<file path="config.mk">
export PLATFORM = sky130hd
export DESIGN_NAME = ppd_ctrl
export DESIGN_NICKNAME = d
export VERILOG_FILES = /design/src/core/ppd_pkg.sv /design/src/core/ppd_ctrl.sv /design/src/core/ppd_pin_cell.sv
export VERILOG_INCLUDE_DIRS = /design/src /design/src/core
export SDC_FILE = /design/constraint.sdc
export NUM_CORES = 1
export LEC_CHECK = 0
export BUFFER_PORTS_ARGS = -buffer_cell sky130_fd_sc_hd__buf_4
export CAP_MARGIN = 5
export CORE_UTILIZATION = 45
export CTS_BUF_LIST = sky130_fd_sc_hd__clkbuf_4
export CTS_CLUSTER_DIAMETER = 40
export CTS_CLUSTER_SIZE = 16
export DETAILED_ROUTE_END_ITERATION = 16
export PLACE_DENSITY_LB_ADDON = 0.2
export SLEW_MARGIN = 20
export SYNTH_ARGS = -nofsm -noshare
export SYNTH_HDL_FRONTEND = slang
export SYNTH_SLANG_ARGS = --single-unit
</file>
<file path="constraint.sdc">
create_clock -name pclk -period 2.2 [get_ports pclk]
set_clock_uncertainty 0.1 [all_clocks]
set_input_delay 0.44 -clock pclk [delete_from_list [all_inputs] [get_ports pclk]]
set_output_delay 0.44 -clock pclk [all_outputs]
set_load 0.005 [all_outputs]
</file>
<file path="src/core/ppd_regs.svh">
`ifndef PPD_REGS_SVH
`define PPD_REGS_SVH

// ----------------------------------------
// register indices (byte address = 4 * index)
// ----------------------------------------
`define PPD_IDX_DATA_P1 8'hD4
`define PPD_IDX_DATA_P6 8'hD9
`define PPD_IDX_PULL_P1 8'hE0
`define PPD_IDX_PULL_P3 8'hE1
`define PPD_IDX_PULL_P5 8'hE2
`define PPD_IDX_PULL_P6 8'hE3
`define PPD_IDX_DIR_P1 8'hE4
`define PPD_IDX_DIR_P2 8'hE5
`define PPD_IDX_DIR_P3 8'hE6
`define PPD_IDX_DIR_P4 8'hE7
`define PPD_IDX_DIR_P6 8'hE9

// ----------------------------------------
// bus layout
// ----------------------------------------
`define PPD_ADDR_W 12
`define PPD_IDX_LSB 2
`define PPD_IDX_MSB 9
`define PPD_NPORT 6

// ----------------------------------------
// implemented pins per port
// ----------------------------------------
`define PPD_MASK_FULL 8'hFF
`define PPD_MASK_P2 8'h1F
`define PPD_MASK_P4 8'h07
`define PPD_MASK_NONE 8'h00

// ----------------------------------------
// reset values
// ----------------------------------------
`define PPD_RST_PULL 8'h00
`define PPD_RST_DIR 8'h00
`define PPD_RST_DATA 8'h00

`endif

</file>
<file path="src/core/ppd_pkg.sv">
`include "ppd_regs.svh"

package ppd_pkg;

    // register class selected by an index
    typedef enum logic [1:0] {
        PPD_KIND_NONE = 2'b00,
        PPD_KIND_PULL = 2'b01,
        PPD_KIND_DIR = 2'b11,
        PPD_KIND_DATA = 2'b10
    } ppd_kind_t;

    typedef logic [`PPD_NPORT-1:0][7:0] ppd_bytes_t;

    // whole state of the controller
    typedef struct packed {
        ppd_bytes_t pull;
        ppd_bytes_t dir;
        ppd_bytes_t dat;
        logic [31:0] rdata;
        logic err;
    } ppd_state_t;

endpackage

</file>
<file path="src/core/ppd_ctrl.sv">
`timescale 1ns/1ns

`include "ppd_regs.svh"

module ppd_ctrl (
    input wire logic pclk,
    input wire logic presetn,
    input wire logic psel,
    input wire logic penable,
    input wire logic pwrite,
    input wire logic [`PPD_ADDR_W-1:0] paddr,
    input wire logic [31:0] pwdata,
    input wire logic [3:0] pstrb,
    output logic [31:0] prdata,
    output logic pready,
    output logic pslverr,
    input wire logic [7:0] port1_pin_in,
    output logic [7:0] port1_pin_out,
    output logic [7:0] port1_pin_oe,
    output logic [7:0] port1_pull_en,
    input wire logic [4:0] port2_pin_in,
    output logic [4:0] port2_pin_out,
    output logic [4:0] port2_pin_oe,
    input wire logic [7:0] port3_pin_in,
    output logic [7:0] port3_pin_out,
    output logic [7:0] port3_pin_oe,
    output logic [7:0] port3_pull_en,
    input wire logic [2:0] port4_pin_in,
    output logic [2:0] port4_pin_out,
    output logic [2:0] port4_pin_oe,
    input wire logic [7:0] port5_pin_in,
    output logic [7:0] port5_pin_out,
    output logic [7:0] port5_pin_oe,
    output logic [7:0] port5_pull_en,
    input wire logic [7:0] port6_pin_in,
    output logic [7:0] port6_pin_out,
    output logic [7:0] port6_pin_oe,
    output logic [7:0] port6_pull_en
);
    import ppd_pkg::*;

    // ----------------------------------------
    // constants
    // ----------------------------------------
    // implemented pins, port 6 down to port 1
    localparam ppd_bytes_t IMPL = {`PPD_MASK_FULL, `PPD_MASK_FULL, `PPD_MASK_P4,
        `PPD_MASK_FULL, `PPD_MASK_P2, `PPD_MASK_FULL};
    // pins that own a pull-up: ports 1,3,5,6 only
    localparam ppd_bytes_t PULLABLE = {`PPD_MASK_FULL, `PPD_MASK_FULL, `PPD_MASK_NONE,
        `PPD_MASK_FULL, `PPD_MASK_NONE, `PPD_MASK_FULL};
    localparam logic [2:0] PORT1 = 3'h0;
    localparam logic [2:0] PORT3 = 3'h2;
    localparam logic [2:0] PORT5 = 3'h4;
    localparam logic [2:0] PORT6 = 3'h5;

    // ----------------------------------------
    // decoding helpers
    // ----------------------------------------
    // class of the register at an index
    function automatic ppd_kind_t dec_kind(input logic [7:0] idx);
        ppd_kind_t k;
        k = PPD_KIND_NONE;
        if (idx >= `PPD_IDX_DATA_P1 && idx <= `PPD_IDX_DATA_P6) begin
            k = PPD_KIND_DATA;
        end else if (idx >= `PPD_IDX_PULL_P1 && idx <= `PPD_IDX_PULL_P6) begin
            k = PPD_KIND_PULL;
        end else if (idx >= `PPD_IDX_DIR_P1 && idx <= `PPD_IDX_DIR_P6) begin
            k = PPD_KIND_DIR;
        end
        return k;
    endfunction

    // port number (0 = port 1) of the register at an index
    function automatic logic [2:0] dec_port(input logic [7:0] idx);
        logic [2:0] p;
        logic [7:0] diff;
        p = 3'h0;
        diff = 8'h00;
        case (idx)
            `PPD_IDX_PULL_P1: p = PORT1;
            `PPD_IDX_PULL_P3: p = PORT3;
            `PPD_IDX_PULL_P5: p = PORT5;
            `PPD_IDX_PULL_P6: p = PORT6;
            default: begin
                if (idx >= `PPD_IDX_DIR_P1) begin
                    diff = idx - `PPD_IDX_DIR_P1;
                end else begin
                    diff = idx - `PPD_IDX_DATA_P1;
                end
                p = diff[2:0];
            end
        endcase
        return p;
    endfunction

    // ----------------------------------------
    // state and bus decode
    // ----------------------------------------
    ppd_state_t st_q;
    ppd_state_t st_d;

    logic [7:0] bus_idx;
    ppd_kind_t bus_kind;
    logic [2:0] bus_port;
    logic bus_setup;
    logic bus_wr;
    logic bus_bad;
    logic [7:0] wr_byte;
    logic [7:0] rd_byte;

    // pin-side views, one byte per port
    ppd_bytes_t pin_in_a;
    ppd_bytes_t pin_out_a;
    ppd_bytes_t pin_oe_a;
    ppd_bytes_t pull_a;
    ppd_bytes_t sync_a;

    assign bus_idx = paddr[`PPD_IDX_MSB:`PPD_IDX_LSB];
    assign bus_kind = dec_kind(bus_idx);
    assign bus_port = dec_port(bus_idx);
    assign bus_setup = psel & ~penable;
    assign bus_wr = psel & penable & pwrite;
    assign wr_byte = pwdata[7:0];

    // unmapped, misaligned or beyond the decoded window
    assign bus_bad = (bus_kind == PPD_KIND_NONE) || (paddr[1:0] != 2'b00)
        || (paddr[`PPD_ADDR_W-1:`PPD_IDX_MSB+1] != '0);

    // read value; missing bits read as one
    always_comb begin
        case (bus_kind)
            PPD_KIND_PULL: rd_byte = st_q.pull[bus_port];
            PPD_KIND_DIR: rd_byte = ~IMPL[bus_port];
            PPD_KIND_DATA: rd_byte = ~IMPL[bus_port]
                | (st_q.dir[bus_port] & st_q.dat[bus_port])
                | (~st_q.dir[bus_port] & sync_a[bus_port] & IMPL[bus_port]);
            default: rd_byte = 8'h00;
        endcase
    end

    // ----------------------------------------
    // register update
    // ----------------------------------------
    always_comb begin
        st_d = st_q;
        // answer prepared in the setup cycle
        if (bus_setup) begin
            st_d.err = bus_bad;
            st_d.rdata = (pwrite || bus_bad) ? 32'h0000_0000 : {24'h00_0000, rd_byte};
        end
        // write takes effect at the access edge, lane 0 only
        if (bus_wr && !st_q.err && pstrb[0]) begin
            case (bus_kind)
                PPD_KIND_PULL: st_d.pull[bus_port] = wr_byte & PULLABLE[bus_port];
                PPD_KIND_DIR: st_d.dir[bus_port] = wr_byte & IMPL[bus_port];
                PPD_KIND_DATA: st_d.dat[bus_port] = wr_byte & IMPL[bus_port];
                default: st_d.err = st_q.err;
            endcase
        end
    end

    // all pull-ups off, all pins input after reset
    always_ff @(posedge pclk or negedge presetn) begin
        if (!presetn) begin
            st_q.pull <= {`PPD_NPORT{`PPD_RST_PULL}};
            st_q.dir <= {`PPD_NPORT{`PPD_RST_DIR}};
            st_q.dat <= {`PPD_NPORT{`PPD_RST_DATA}};
            st_q.rdata <= 32'h0000_0000;
            st_q.err <= 1'b0;
        end else begin
            st_q <= st_d;
        end
    end

    // zero-wait slave
    assign pready = 1'b1;
    assign prdata = st_q.rdata;
    assign pslverr = st_q.err;

    // ----------------------------------------
    // pin cells
    // ----------------------------------------
    assign pin_in_a[0] = port1_pin_in;
    assign pin_in_a[1] = {3'h0, port2_pin_in};
    assign pin_in_a[2] = port3_pin_in;
    assign pin_in_a[3] = {5'h00, port4_pin_in};
    assign pin_in_a[4] = port5_pin_in;
    assign pin_in_a[5] = port6_pin_in;

    // one cell per port: drive, enable, gated pull-up
    for (genvar g = 0; g < `PPD_NPORT; g++) begin : g_port
        ppd_pin_cell #(
            .W(8)
        ) u_cell (
            .pclk(pclk),
            .presetn(presetn),
            .dir_en(st_q.dir[g]),
            .out_val(st_q.dat[g]),
            .pull_req(st_q.pull[g]),
            .pin_in(pin_in_a[g]),
            .pin_out(pin_out_a[g]),
            .pin_oe(pin_oe_a[g]),
            .pull_on(pull_a[g]),
            .pin_sync(sync_a[g])
        );
    end

    // pull-ups gated by input direction inside the cells
    assign port1_pull_en = pull_a[0];
    assign port3_pull_en = pull_a[2];
    assign port5_pull_en = pull_a[4];
    assign port6_pull_en = pull_a[5];

    assign port1_pin_out = pin_out_a[0];
    assign port1_pin_oe = pin_oe_a[0];
    assign port2_pin_out = pin_out_a[1][4:0];
    assign port2_pin_oe = pin_oe_a[1][4:0];
    assign port3_pin_out = pin_out_a[2];
    assign port3_pin_oe = pin_oe_a[2];
    assign port4_pin_out = pin_out_a[3][2:0];
    assign port4_pin_oe = pin_oe_a[3][2:0];
    assign port5_pin_out = pin_out_a[4];
    assign port5_pin_oe = pin_oe_a[4];
    assign port6_pin_out = pin_out_a[5];
    assign port6_pin_oe = pin_oe_a[5];
endmodule

</file>
<file path="src/core/ppd_pin_cell.sv">
`timescale 1ns/1ns

// ----------------------------------------
// per-port pin cell
// ----------------------------------------
module ppd_pin_cell #(
    parameter int W = 8
) (
    input wire logic pclk,
    input wire logic presetn,
    input wire logic [W-1:0] dir_en,
    input wire logic [W-1:0] out_val,
    input wire logic [W-1:0] pull_req,
    input wire logic [W-1:0] pin_in,
    output logic [W-1:0] pin_out,
    output logic [W-1:0] pin_oe,
    output logic [W-1:0] pull_on,
    output logic [W-1:0] pin_sync
);

    typedef struct packed {
        logic [W-1:0] s1;
        logic [W-1:0] s2;
        logic [W-1:0] out;
        logic [W-1:0] oe;
        logic [W-1:0] pull;
    } ppd_cell_t;

    ppd_cell_t cq_q;
    ppd_cell_t cq_d;

    if (W < 1 || W > 8) begin : g_bad_w
        $error("ppd_pin_cell: W must be 1 to 8");
    end

    // next state: sync chain and pin drivers
    always_comb begin
        cq_d = cq_q;
        cq_d.s1 = pin_in;
        cq_d.s2 = cq_q.s1;
        cq_d.oe = dir_en;
        cq_d.out = out_val & dir_en;
        cq_d.pull = pull_req & ~dir_en;
    end

    always_ff @(posedge pclk or negedge presetn) begin
        if (!presetn) begin
            cq_q <= '0;
        end else begin
            cq_q <= cq_d;
        end
    end

    assign pin_out = cq_q.out;
    assign pin_oe = cq_q.oe;
    assign pull_on = cq_q.pull;
    assign pin_sync = cq_q.s2;

endmodule

</file>
==> results of run 1 <==
flip-flops by register name, summed over array words and instances, names as in the netlist:
signal	cells
g_port.u_cell.cq_d	40
g_port.u_cell.pin_oe	40
g_port.u_cell.pin_out	40
g_port.u_cell.pin_sync	40
g_port.u_cell.pull_on	32
prdata	8
pslverr	1
st_q	124
worst min-delay path, delay by kind of cell:
| kind | cells | cell delay (ns) |
|---|---|---|
| multiplexers | 1 | 0.14 |
| AND/OR/NAND/NOR | 1 | 0.12 |
| buffers and inverters | 1 | 0.08 |
cell usage after synthesis (3+ instances only):
| cell type | number |
|---|---|
| dfrtp_1 | 325 |
| nand2_1 | 120 |
| o21ai_0 | 81 |
| mux2_2 | 53 |
| and2_1 | 45 |
| nor2b_1 | 43 |
| nor2_1 | 37 |
| a21oi_1 | 30 |
| clkbuf_1 | 29 |
| buf_4 | 26 |
| nand3_1 | 26 |
| inv_1 | 18 |
| mux2i_1 | 17 |
| buf_2 | 14 |
| a211oi_1 | 10 |
| nand4_1 | 10 |
| nor3_1 | 9 |
| o31ai_1 | 9 |
| a31oi_1 | 8 |
| a211o_1 | 5 |
| o32ai_1 | 5 |
| nor2_4 | 4 |
| nor4_1 | 4 |
| a2111oi_0 | 3 |
| and3_1 | 3 |
| nand2b_1 | 3 |
| nor3_4 | 3 |
| nor4b_1 | 3 |
metrics by stage:
| step | utilization | hold WS [ns] | setup slack (ns) | setup TNS (ns) |
|---|---|---|---|---|
| floorplan | - | 0.0444 | 0.00740 | 0 |
| global placement | 0.563 | 0.232 | -0.368 | -16.53 |
| detailed placement | 0.563 | 0.235 | -0.343 | -17.15 |
| CTS | 0.607 | 0.0286 | 0.0231 | 0 |
| global route | 0.608 | 0.0607 | 0.00466 | 0 |
| finish | 0.608 | 0.0644 | 0.0938 | 0 |
cell type report:
type	count	area [um^2]	share of cell area
Antenna cell	1	2.50	0.000156
Clock buffer	43	323	0.0201
Clock inverter	27	328	0.0205
Inverter	20	75.1	0.00468
Multi-Input combinational cell	599	3690	0.230
Sequential cell	325	8130	0.507
Tap cell	335	419	0.0262
Timing Repair Buffer	378	3060	0.191
cell families after synthesis:
| logic type | after synthesis | synth area share |
|---|---|---|
| multiplexers | 74 | 0.0684 |
| other | 2 | 0.000616 |
| AO/OA/AOI/OAI | 176 | 0.0892 |
| buffers and inverters | 91 | 0.0387 |
| XOR/XNOR | 1 | 0.000718 |
| AND/OR/NAND/NOR | 323 | 0.136 |
| flip-flops | 325 | 0.667 |
routing by layer:
metal,vias up,track usage
li1,4124,-
met1,4249,0.335
met2,308,0.373
met5,-,0
met4,0,0.0741
met3,60,0.0428
path summary, 6_finish.rpt:
kind | start | to | slack [ns] | depth (start not counted)
max in group asynchronous | presetn | g_port[4].u_cell.pin_oe[4]$_DFF_PN0_ | 1.18 | 3
min in group asynchronous | presetn | st_q[55]$_DFFE_PN0P_ | 0.15 | 2
worst max-delay path | pslverr$_DFFE_PN0P_ | st_q[92]$_DFFE_PN0P_ | 0.09 | 5
worst max register to register | pslverr$_DFFE_PN0P_ | st_q[92]$_DFFE_PN0P_ | 0.09 | 5
worst min register to register | g_port[4].u_cell.cq_d[30]$_DFF_PN0_ | g_port[4].u_cell.pin_sync[6]$_DFF_PN0_ | 0.24 | 0
worst min-delay path | pwdata[5] | st_q[54]$_DFFE_PN0P_ | 0.06 | 3
repair_timing:
action,CTS,global route
hold buffers,51,0
gates resized for setup,0,4
pin swaps,1,0
cloned,0,0
endpoints found under the hold margin,380,0
setup endpoints to repair,1,8
power groups by stage:
| stage | clock, W | combinational [W] | sequential [W] |
|---|---|---|---|
| 2_1_floorplan | 0 | 0.000237 | 0.00618 |
| 3_3_place_gp | 0 | 0.000621 | 0.00618 |
| 3_5_place_dp | 0 | 0.000624 | 0.00618 |
| 4_1_cts | 0.00397 | 0.000697 | 0.00607 |
| 5_1_grt | 0.00424 | 0.000762 | 0.00608 |
| 6_report | 0.00383 | 0.000694 | 0.00607 |
==> flow_summary.yaml, run 1 <==
drt:
  wl_per_cell_um: 18.5
  met3_length_mm: 2.05
  first_iter_violations: 573
  dr.pass1.iters: 5
  drc: 0
  final_antenna_net_count: 0
  viasPerCell: 5.06
  maxUsedRoutingLayer: "met4"
  vias: 8741
  routed_wl_mm: 31.9
  met2_length_mm: 14.7
  drt-met1-wl_mm: 14.4
logic_synthesis:
  synth_top_flop_cell: "dfrtp_1"
  synth-seq-cells: 325
  synth_cells: 992
  synth.top_cell.area_share: 0.667
  synth.distinct_cells: 62
  ys_seq_area_frac: 0.667
  syn_area_mm2: 0.0122
  avgSynthCellArea_um2: 12.3
  ys_top_cells_by_area: "dfrtp_1 67%, mux2_2 4.9%, nand2_1 3.7%, o21ai_0 3.3%, and2_1 2.3%"
  synth-edff-count: 0
  synth_top_area_cell: "dfrtp_1"
  ys_async_sr_fraction: 1.00
  ys_warn_count: 0
die:
  die_h_um: 167
  std_cell_rows: 59
  die_area_mm2: 0.0278
  dieWidth_um: 167
  core-area_mm2: 0.0264
  ios: 239
  start_util: 0.463
worst_setup_path:
  arrival_ns: 2.55
  cp.buffers_inverters: 0
  crit_path_max_fanout: 6
  worstSetupStartpointType: "flip-flop"
  crit_chain: "nor2b_1, nand4_1, or3_4, nor2_4, mux2_2"
  crit_path_end_kind: "flip-flop"
  path_class: "flip-flop to flip-flop"
  crit_path_top_delay_cell: "or3_4"
  critPathTopFamily: "simple AND/OR/NAND/NOR gates"
  worstPathRequired_ns: 2.65
  slowest_delay_ns: 0.47
placed_design:
  place_congestion: 0.946
  place_area_mm2: 0.0148
  io_buffers: 186
  dp_cells: 1606
  dpl.hpwl_mm: 23.7
sta:
  max_slew_margin: 0.534
  rsz0062_at_grt: "false"
  worstMarginPinSlew_ns: 0.697
  finalMaxSlewViolations: 0
  max_freq_ghz: 0.475
  hold_viol_final: 0
  period_share: 0.957
  period_needed_ns: 2.11
  setup_viol_count_final: 0
pwr:
  switchingPower_w: 0.00274
  peakVddDrop_uv: 432
  seqPwrFrac: 0.573
  internal_power_w: 0.00785
  p_comb_frac: 0.066
  clkPwrFrac: 0.361
  power.density_mw_per_mm2: 661
  p_sw_frac: 0.259
  leakagePower_nw: 8.01
  power_w: 0.0106
global_routing:
  antenna_found_initial: 1
  grt-ovfl-total: 0
  grt_max_degree: 55
  track_usage: 0.237
  grt_pass1_wl_mm: 50.0
  grt_pass1_vias: 8851
clock_network:
  cts.path.max_buffers: 3
  clkTransAtPathRegs_ns: 0.13
  clock-sinks: 325
  cts_setup_buffers: 0
  cts_buffers: 40
  clock_latency_ns: 0.68
  cts-root-buf: "clkbuf_4"
  cts_max_level: 2
  cts_tree: "yes"
finish:
  final_common_cell: "dfrtp_1"
  nNetsFinal: 1457
  drive_gt1_frac: 0.333
  final_cells: 1728
  final_area_mm2: 0.0160
  num-fill-cells: 2182
  synthToLayoutAreaGrowth_pct: 31.4
  final_cell_mix: "325 x dfrtp_1, 318 x buf_4, 120 x nand2_1"
status:
  status: "completed"
hold_path:
  hp-class: "input port to flip-flop"
flow_run:
  drv_cap: 0
(Power assumes the default switching activity.)
==> run 2: changes to the inputs <==
- CTS_CLUSTER_SIZE: 16 -> unset
- HOLD_SLACK_MARGIN: unset -> 0.15
==> run 2 against run 1 <==
Compared with the run above:
- first-iteration DRC count decreased by 1.9%
- flip-flop and latch count unchanged
- combinational power increased by 2%
- utilization increased by 1.4 points
- critical path type is now input port to flip-flop
- critical endpoint is now pslverr$_DFFE_PN0P_
- largest cell class unchanged
==> flow_summary.yaml, run 2 (synthesis gave the netlist of run 1 again) <==
hold_path:
  hold_end: "g_port[2].u_cell.pin_sync[0]$_DFF_PN0_"
  hp-class: "flip-flop to flip-flop"
  hold_start: "g_port[2].u_cell.cq_d[24]$_DFF_PN0_"
  holdPathStages: 0
die:
  core-area_mm2: 0.0264
  ios: 239
  std_cell_rows: 59
  die_h_um: 167
  die_area_mm2: 0.0278
  start_util: 0.463
  dieWidth_um: 167
global_routing:
  grt-ovfl-total: 0
  grt_pass1_vias: 9197
  track_usage: 0.243
  grt_max_degree: 53
  antenna_found_initial: 1
  grt_pass1_wl_mm: 50.9
sta:
  period_share: 0.984
  finalMaxSlewViolations: 0
  max_freq_ghz: 0.462
  setup_viol_count_final: 0
  hold_viol_final: 0
  max_slew_margin: 0.430
  rsz0062_at_grt: "false"
  period_needed_ns: 2.16
  setup_slack_ns: 0.0352
  worstMarginPinSlew_ns: 0.852
  hold_slack_ns: 0.222
clock_network:
  clock_latency_ns: 0.70
  cts.path.max_buffers: 3
  cts_max_level: 3
  cts-root-buf: "clkbuf_4"
  clkTransAtPathRegs_ns: 0.06
  clock-sinks: 325
  cts_setup_buffers: 0
  cts_buffers: 83
  cts_tree: "yes"
pwr:
  power.density_mw_per_mm2: 708
  seqPwrFrac: 0.523
  leakagePower_nw: 8.27
  peakVddDrop_uv: 407
  p_sw_frac: 0.232
  p_comb_frac: 0.061
  switchingPower_w: 0.00269
  internal_power_w: 0.00892
  clkPwrFrac: 0.416
drt:
  drc: 0
  vias: 9013
  routed_wl_mm: 32.8
  final_antenna_net_count: 0
  viasPerCell: 5.02
  wl_per_cell_um: 18.3
  dr.pass1.iters: 5
  first_iter_violations: 562
placed_design:
  place_congestion: 0.946
  place_ws_ns: -0.343
  dpl.hpwl_mm: 23.7
  io_buffers: 186
worst_setup_path:
  r2r_start: "pslverr$_DFFE_PN0P_"
  r2r-end: "st_q[89]$_DFFE_PN0P_"
  path_class: "input port to flip-flop"
  worstSetupStartpointType: "input port"
  crit_path_end_kind: "flip-flop"
  ff2ff_path_depth: 5
  ff2ff_setup_slack_ns: 0.07
  arrival_ns: 2.59
  crit_path_max_fanout: 3
  worstPathRequired_ns: 2.63
finish:
  synthToLayoutAreaGrowth_pct: 34.4
  drive_gt1_frac: 0.357
  nNetsFinal: 1504
  final_common_cell: "dfrtp_1"
  largest_reg_flops: 124
  final_cell_mix: "325 x dfrtp_1, 320 x buf_4, 120 x nand2_1"
  top_register: "st_q"
status:
  status: "completed"
flow_run:
  drv_cap: 0
## run 2: cell count changes in the layout (fill, tap and decap cells not counted), moves of 2 or more
cell           previous run  this run
buf_4                   318       320
buf_6                     2         0
bufinv_16                 3         1
clkbuf_4                 43       118
clkinv_1                  4        10
clkinv_8                  4         0
clkinvlp_4                4         2
dlygate4sd3_1            51        54
inv_6                     5         0
inv_8                     5         0
## run 2: cell type report
| type | instances | area [um^2] |
|---|---|---|
| sequential | 325 | 8130 |
| multi-input combinational | 599 | 3690 |
| fill | 2178 | 9950 |
| clock buffer | 118 | 886 |
| antenna | 1 | 2.50 |
| clock inverter | 15 | 103 |
| tap | 335 | 419 |
| inverter | 20 | 75.1 |
| timing repair buffer | 382 | 3100 |
## run 2: per-layer routing
metal,share of wire,GRT usage
met2,0.47,0.384
met5,0,0
met3,0.068,0.0525
met1,0.44,0.330
met4,0.024,0.0910
## run 2: critical path: stages
cell and delay, ns:
dlygate4sd3_1 0.54, buf_4 0.12, nand2b_1 0.09, dlygate4sd3_1 0.60, nor3_2 0.17, a21oi_1 0.06, dlygate4sd3_1 0.56
## run 2: how the worst max path moves through the flow
stage                   startpoint                    end  depth (start not counted)
2_1_floorplan             paddr[4]  prdata[0]$_DFFE_PN0P_                          8
3_3_place_gp              paddr[6]  prdata[4]$_DFFE_PN0P_                         11
3_5_place_dp              paddr[6]  prdata[2]$_DFFE_PN0P_                          9
4_1_cts        pslverr$_DFFE_PN0P_   st_q[89]$_DFFE_PN0P_                          5
5_1_grt                       psel    pslverr$_DFFE_PN0P_                          7
6_report                      psel    pslverr$_DFFE_PN0P_                          7
## run 2: repair_timing
item / 4_1_cts / 5_1_grt
hold endpoints to repair: 446 / 0
hold buffers: 55 / 0
setup endpoints to repair: 0 / 1
gates resized for setup: 0 / 1
## run 2: power groups by stage
| stage | logic (W) | clock network, W | registers (W) |
|---|---|---|---|
| finish | 0.000708 | 0.00484 | 0.00607 |
| global route | 0.000775 | 0.00534 | 0.00607 |
| CTS | 0.000710 | 0.00498 | 0.00607 |
| detailed placement | 0.000624 | 0 | 0.00618 |
| global placement | 0.000621 | 0 | 0.00618 |
| floorplan | 0.000237 | 0 | 0.00618 |
## run 2: per-stage QoR
step | util | setup TNS, ns | cells | total power (W) | area [um^2]
2_1_floorplan | - | 0 | 1015 | 0.00641 | 12300
3_3_place_gp | 0.563 | -16.53 | 1606 | 0.00680 | 14800
3_5_place_dp | 0.563 | -17.15 | 1606 | 0.00681 | 14800
4_1_cts | 0.622 | 0 | 1794 | 0.0118 | 16400
5_1_grt | 0.622 | 0 | 1795 | 0.0122 | 16400
6_report | 0.622 | 0 | 1795 | 0.0116 | 16400
==> run 3: changes to the inputs <==
- PLACE_DENSITY_LB_ADDON: 0.2 -> 0.12
==> run 3 against run 2 <==
Compared with the run above:
- utilization up 0.16 points
- non-clock buffer count down 5
- final area up 0.25%
- combinational power down 2%
- clock-buffer cell count up 6
- fmax up 0.15%
- worst hold slack about the same
- sequential share of layout area down 0.12 points
- flip-flop and latch count unchanged
==> flow_summary.yaml, run 3 (synthesis gave the netlist of run 1 again) <==
worst_setup_path:
  path_class: "input port to flip-flop"
  ff2ff_setup_slack_ns: 0.12
  arrival_ns: 2.64
  crit_path_max_fanout: 3
  crit_path_end_kind: "flip-flop"
  worstPathRequired_ns: 2.68
  worstSetupStartpointType: "input port"
finish:
  final_cells: 1805
  synthToLayoutAreaGrowth_pct: 34.8
  nNetsFinal: 1500
  num-fill-cells: 2148
  final_area_mm2: 0.0164
  top_register: "st_q"
  drive_gt1_frac: 0.359
  final_common_cell: "dfrtp_1"
  final_cell_mix: "325 x dfrtp_1, 316 x buf_4, 124 x clkbuf_4"
  largest_reg_flops: 124
clock_network:
  cts_setup_buffers: 0
  cts.path.max_buffers: 3
  cts-root-buf: "clkbuf_4"
  clkTransAtPathRegs_ns: 0.06
  cts_tree: "yes"
  clock_latency_ns: 0.69
  clock-sinks: 325
  cts_buffers: 84
  cts_max_level: 3
pwr:
  power_w: 0.0118
  power.density_mw_per_mm2: 717
  leakagePower_nw: 8.30
  peakVddDrop_uv: 385
global_routing:
  grt_pass1_vias: 9275
  grt_pass1_wl_mm: 52.3
  antenna_found_initial: 1
  grt_max_degree: 66
  grt-ovfl-total: 0
  track_usage: 0.249
sta:
  finalSetupTns_ns: 0
  worstMarginPinSlew_ns: 0.617
  max_freq_ghz: 0.463
  finalMaxSlewViolations: 0
  hold_viol_final: 0
  setup_viol_count_final: 0
  max_slew_margin: 0.578
  rsz0062_at_grt: "false"
  period_share: 0.983
  period_needed_ns: 2.16
die:
  std_cell_rows: 59
  die_area_mm2: 0.0278
  ios: 239
  start_util: 0.463
  die_h_um: 167
  core-area_mm2: 0.0264
  dieWidth_um: 167
flow_run:
  drv_cap: 0
placed_design:
  place_area_mm2: 0.0148
  place_congestion: 0.913
  io_buffers: 186
  dpl.hpwl_mm: 23.9
  dp_cells: 1603
drt:
  drc: 0
  dr.pass1.iters: 5
  wl_per_cell_um: 18.5
  first_iter_violations: 655
  final_antenna_net_count: 0
  viasPerCell: 5.01
  vias: 9039
  routed_wl_mm: 33.4
status:
  status: "completed"
hold_path:
  hp-class: "input port to flip-flop"
[run 3: cell types whose count changed in the layout (fill, tap and decap cells not counted), sizes merged]
cell         before  now
inv              18   20
dlygate4sd3      54   53
clkinvlp          2    1
clkbuf          118  124
diode             1    4
buf             328  324
clkinv           14   19
[run 3: worst max-delay path: stages]
cell	delay, ns
buf_4	0.11
dlygate4sd3_1	0.54
or4_1	0.45
nor3_2	0.19
buf_4	0.15
buf_4	0.11
nand4_1	0.23
a211o_1	0.33
nand4_1	0.10
[run 3: what timing repair did]
| item | CTS | global route |
|---|---|---|
| hold buffers | 53 | 0 |
| gates resized for setup | 0 | 3 |
| hold endpoints to repair | 442 | 0 |
| endpoints found under the setup margin | 0 | 11 |
[run 3: layout make-up]
| class | instances | area, um^2 | share of cell area |
|---|---|---|---|
| Sequential cell | 325 | 8130 | 0.495 |
| Multi-Input combinational cell | 599 | 3700 | 0.225 |
| Timing Repair Buffer | 377 | 3060 | 0.186 |
| Clock buffer | 124 | 931 | 0.0566 |
| Tap cell | 335 | 419 | 0.0255 |
| Clock inverter | 21 | 121 | 0.00738 |
| Inverter | 20 | 75.1 | 0.00457 |
| Antenna cell | 4 | 10.0 | 0.000609 |
[run 3: path summary, 6_finish.rpt]
| kind | endpoint | startpoint | cells after the start |
|---|---|---|---|
| worst min register to register | g_port[0].u_cell.pin_sync[5]$_DFF_PN0_ | g_port[0].u_cell.cq_d[29]$_DFF_PN0_ | 0 |
| min in group asynchronous | g_port[0].u_cell.pin_oe[5]$_DFF_PN0_ | presetn | 3 |
| worst max register to register | st_q[58]$_DFFE_PN0P_ | pslverr$_DFFE_PN0P_ | 7 |
| worst max-delay path | prdata[0]$_DFFE_PN0P_ | paddr[10] | 9 |
| worst min-delay path | prdata[3]$_DFFE_PN0P_ | paddr[2] | 4 |
| max in group asynchronous | g_port[0].u_cell.pull_on[3]$_DFF_PN0_ | presetn | 4 |
[run 3: stage by stage]
step | hold slack [ns] | util | setup WS (ns)
after floorplan | 0.0444 | - | 0.00740
after global routing | 0.183 | 0.624 | 0.0115
after CTS | 0.170 | 0.623 | 0.0305
after detailed placement | 0.235 | 0.563 | -0.275
after global placement | 0.232 | 0.563 | -0.315
final | 0.222 | 0.624 | 0.0384
[run 3: where the power goes]
| group | total (W) | leakage (nW) | internal, W | switching, W |
|---|---|---|---|---|
| combinational | 0.000694 | 3.36 | 0.000296 | 0.000397 |
| clock | 0.00502 | 0.630 | 0.00269 | 0.00232 |
| sequential | 0.00608 | 4.32 | 0.00605 | 0.0000237 |
[run 3: metal layers]
| metal | vias to the layer above | part of all wire | GRT usage |
|---|---|---|---|
| li1 | 4242 | - | - |
| met1 | 4383 | 0.45 | 0.353 |
| met2 | 367 | 0.46 | 0.380 |
| met3 | 47 | 0.067 | 0.0530 |
| met4 | 0 | 0.022 | 0.0910 |
| met5 | - | 0 | 0 |
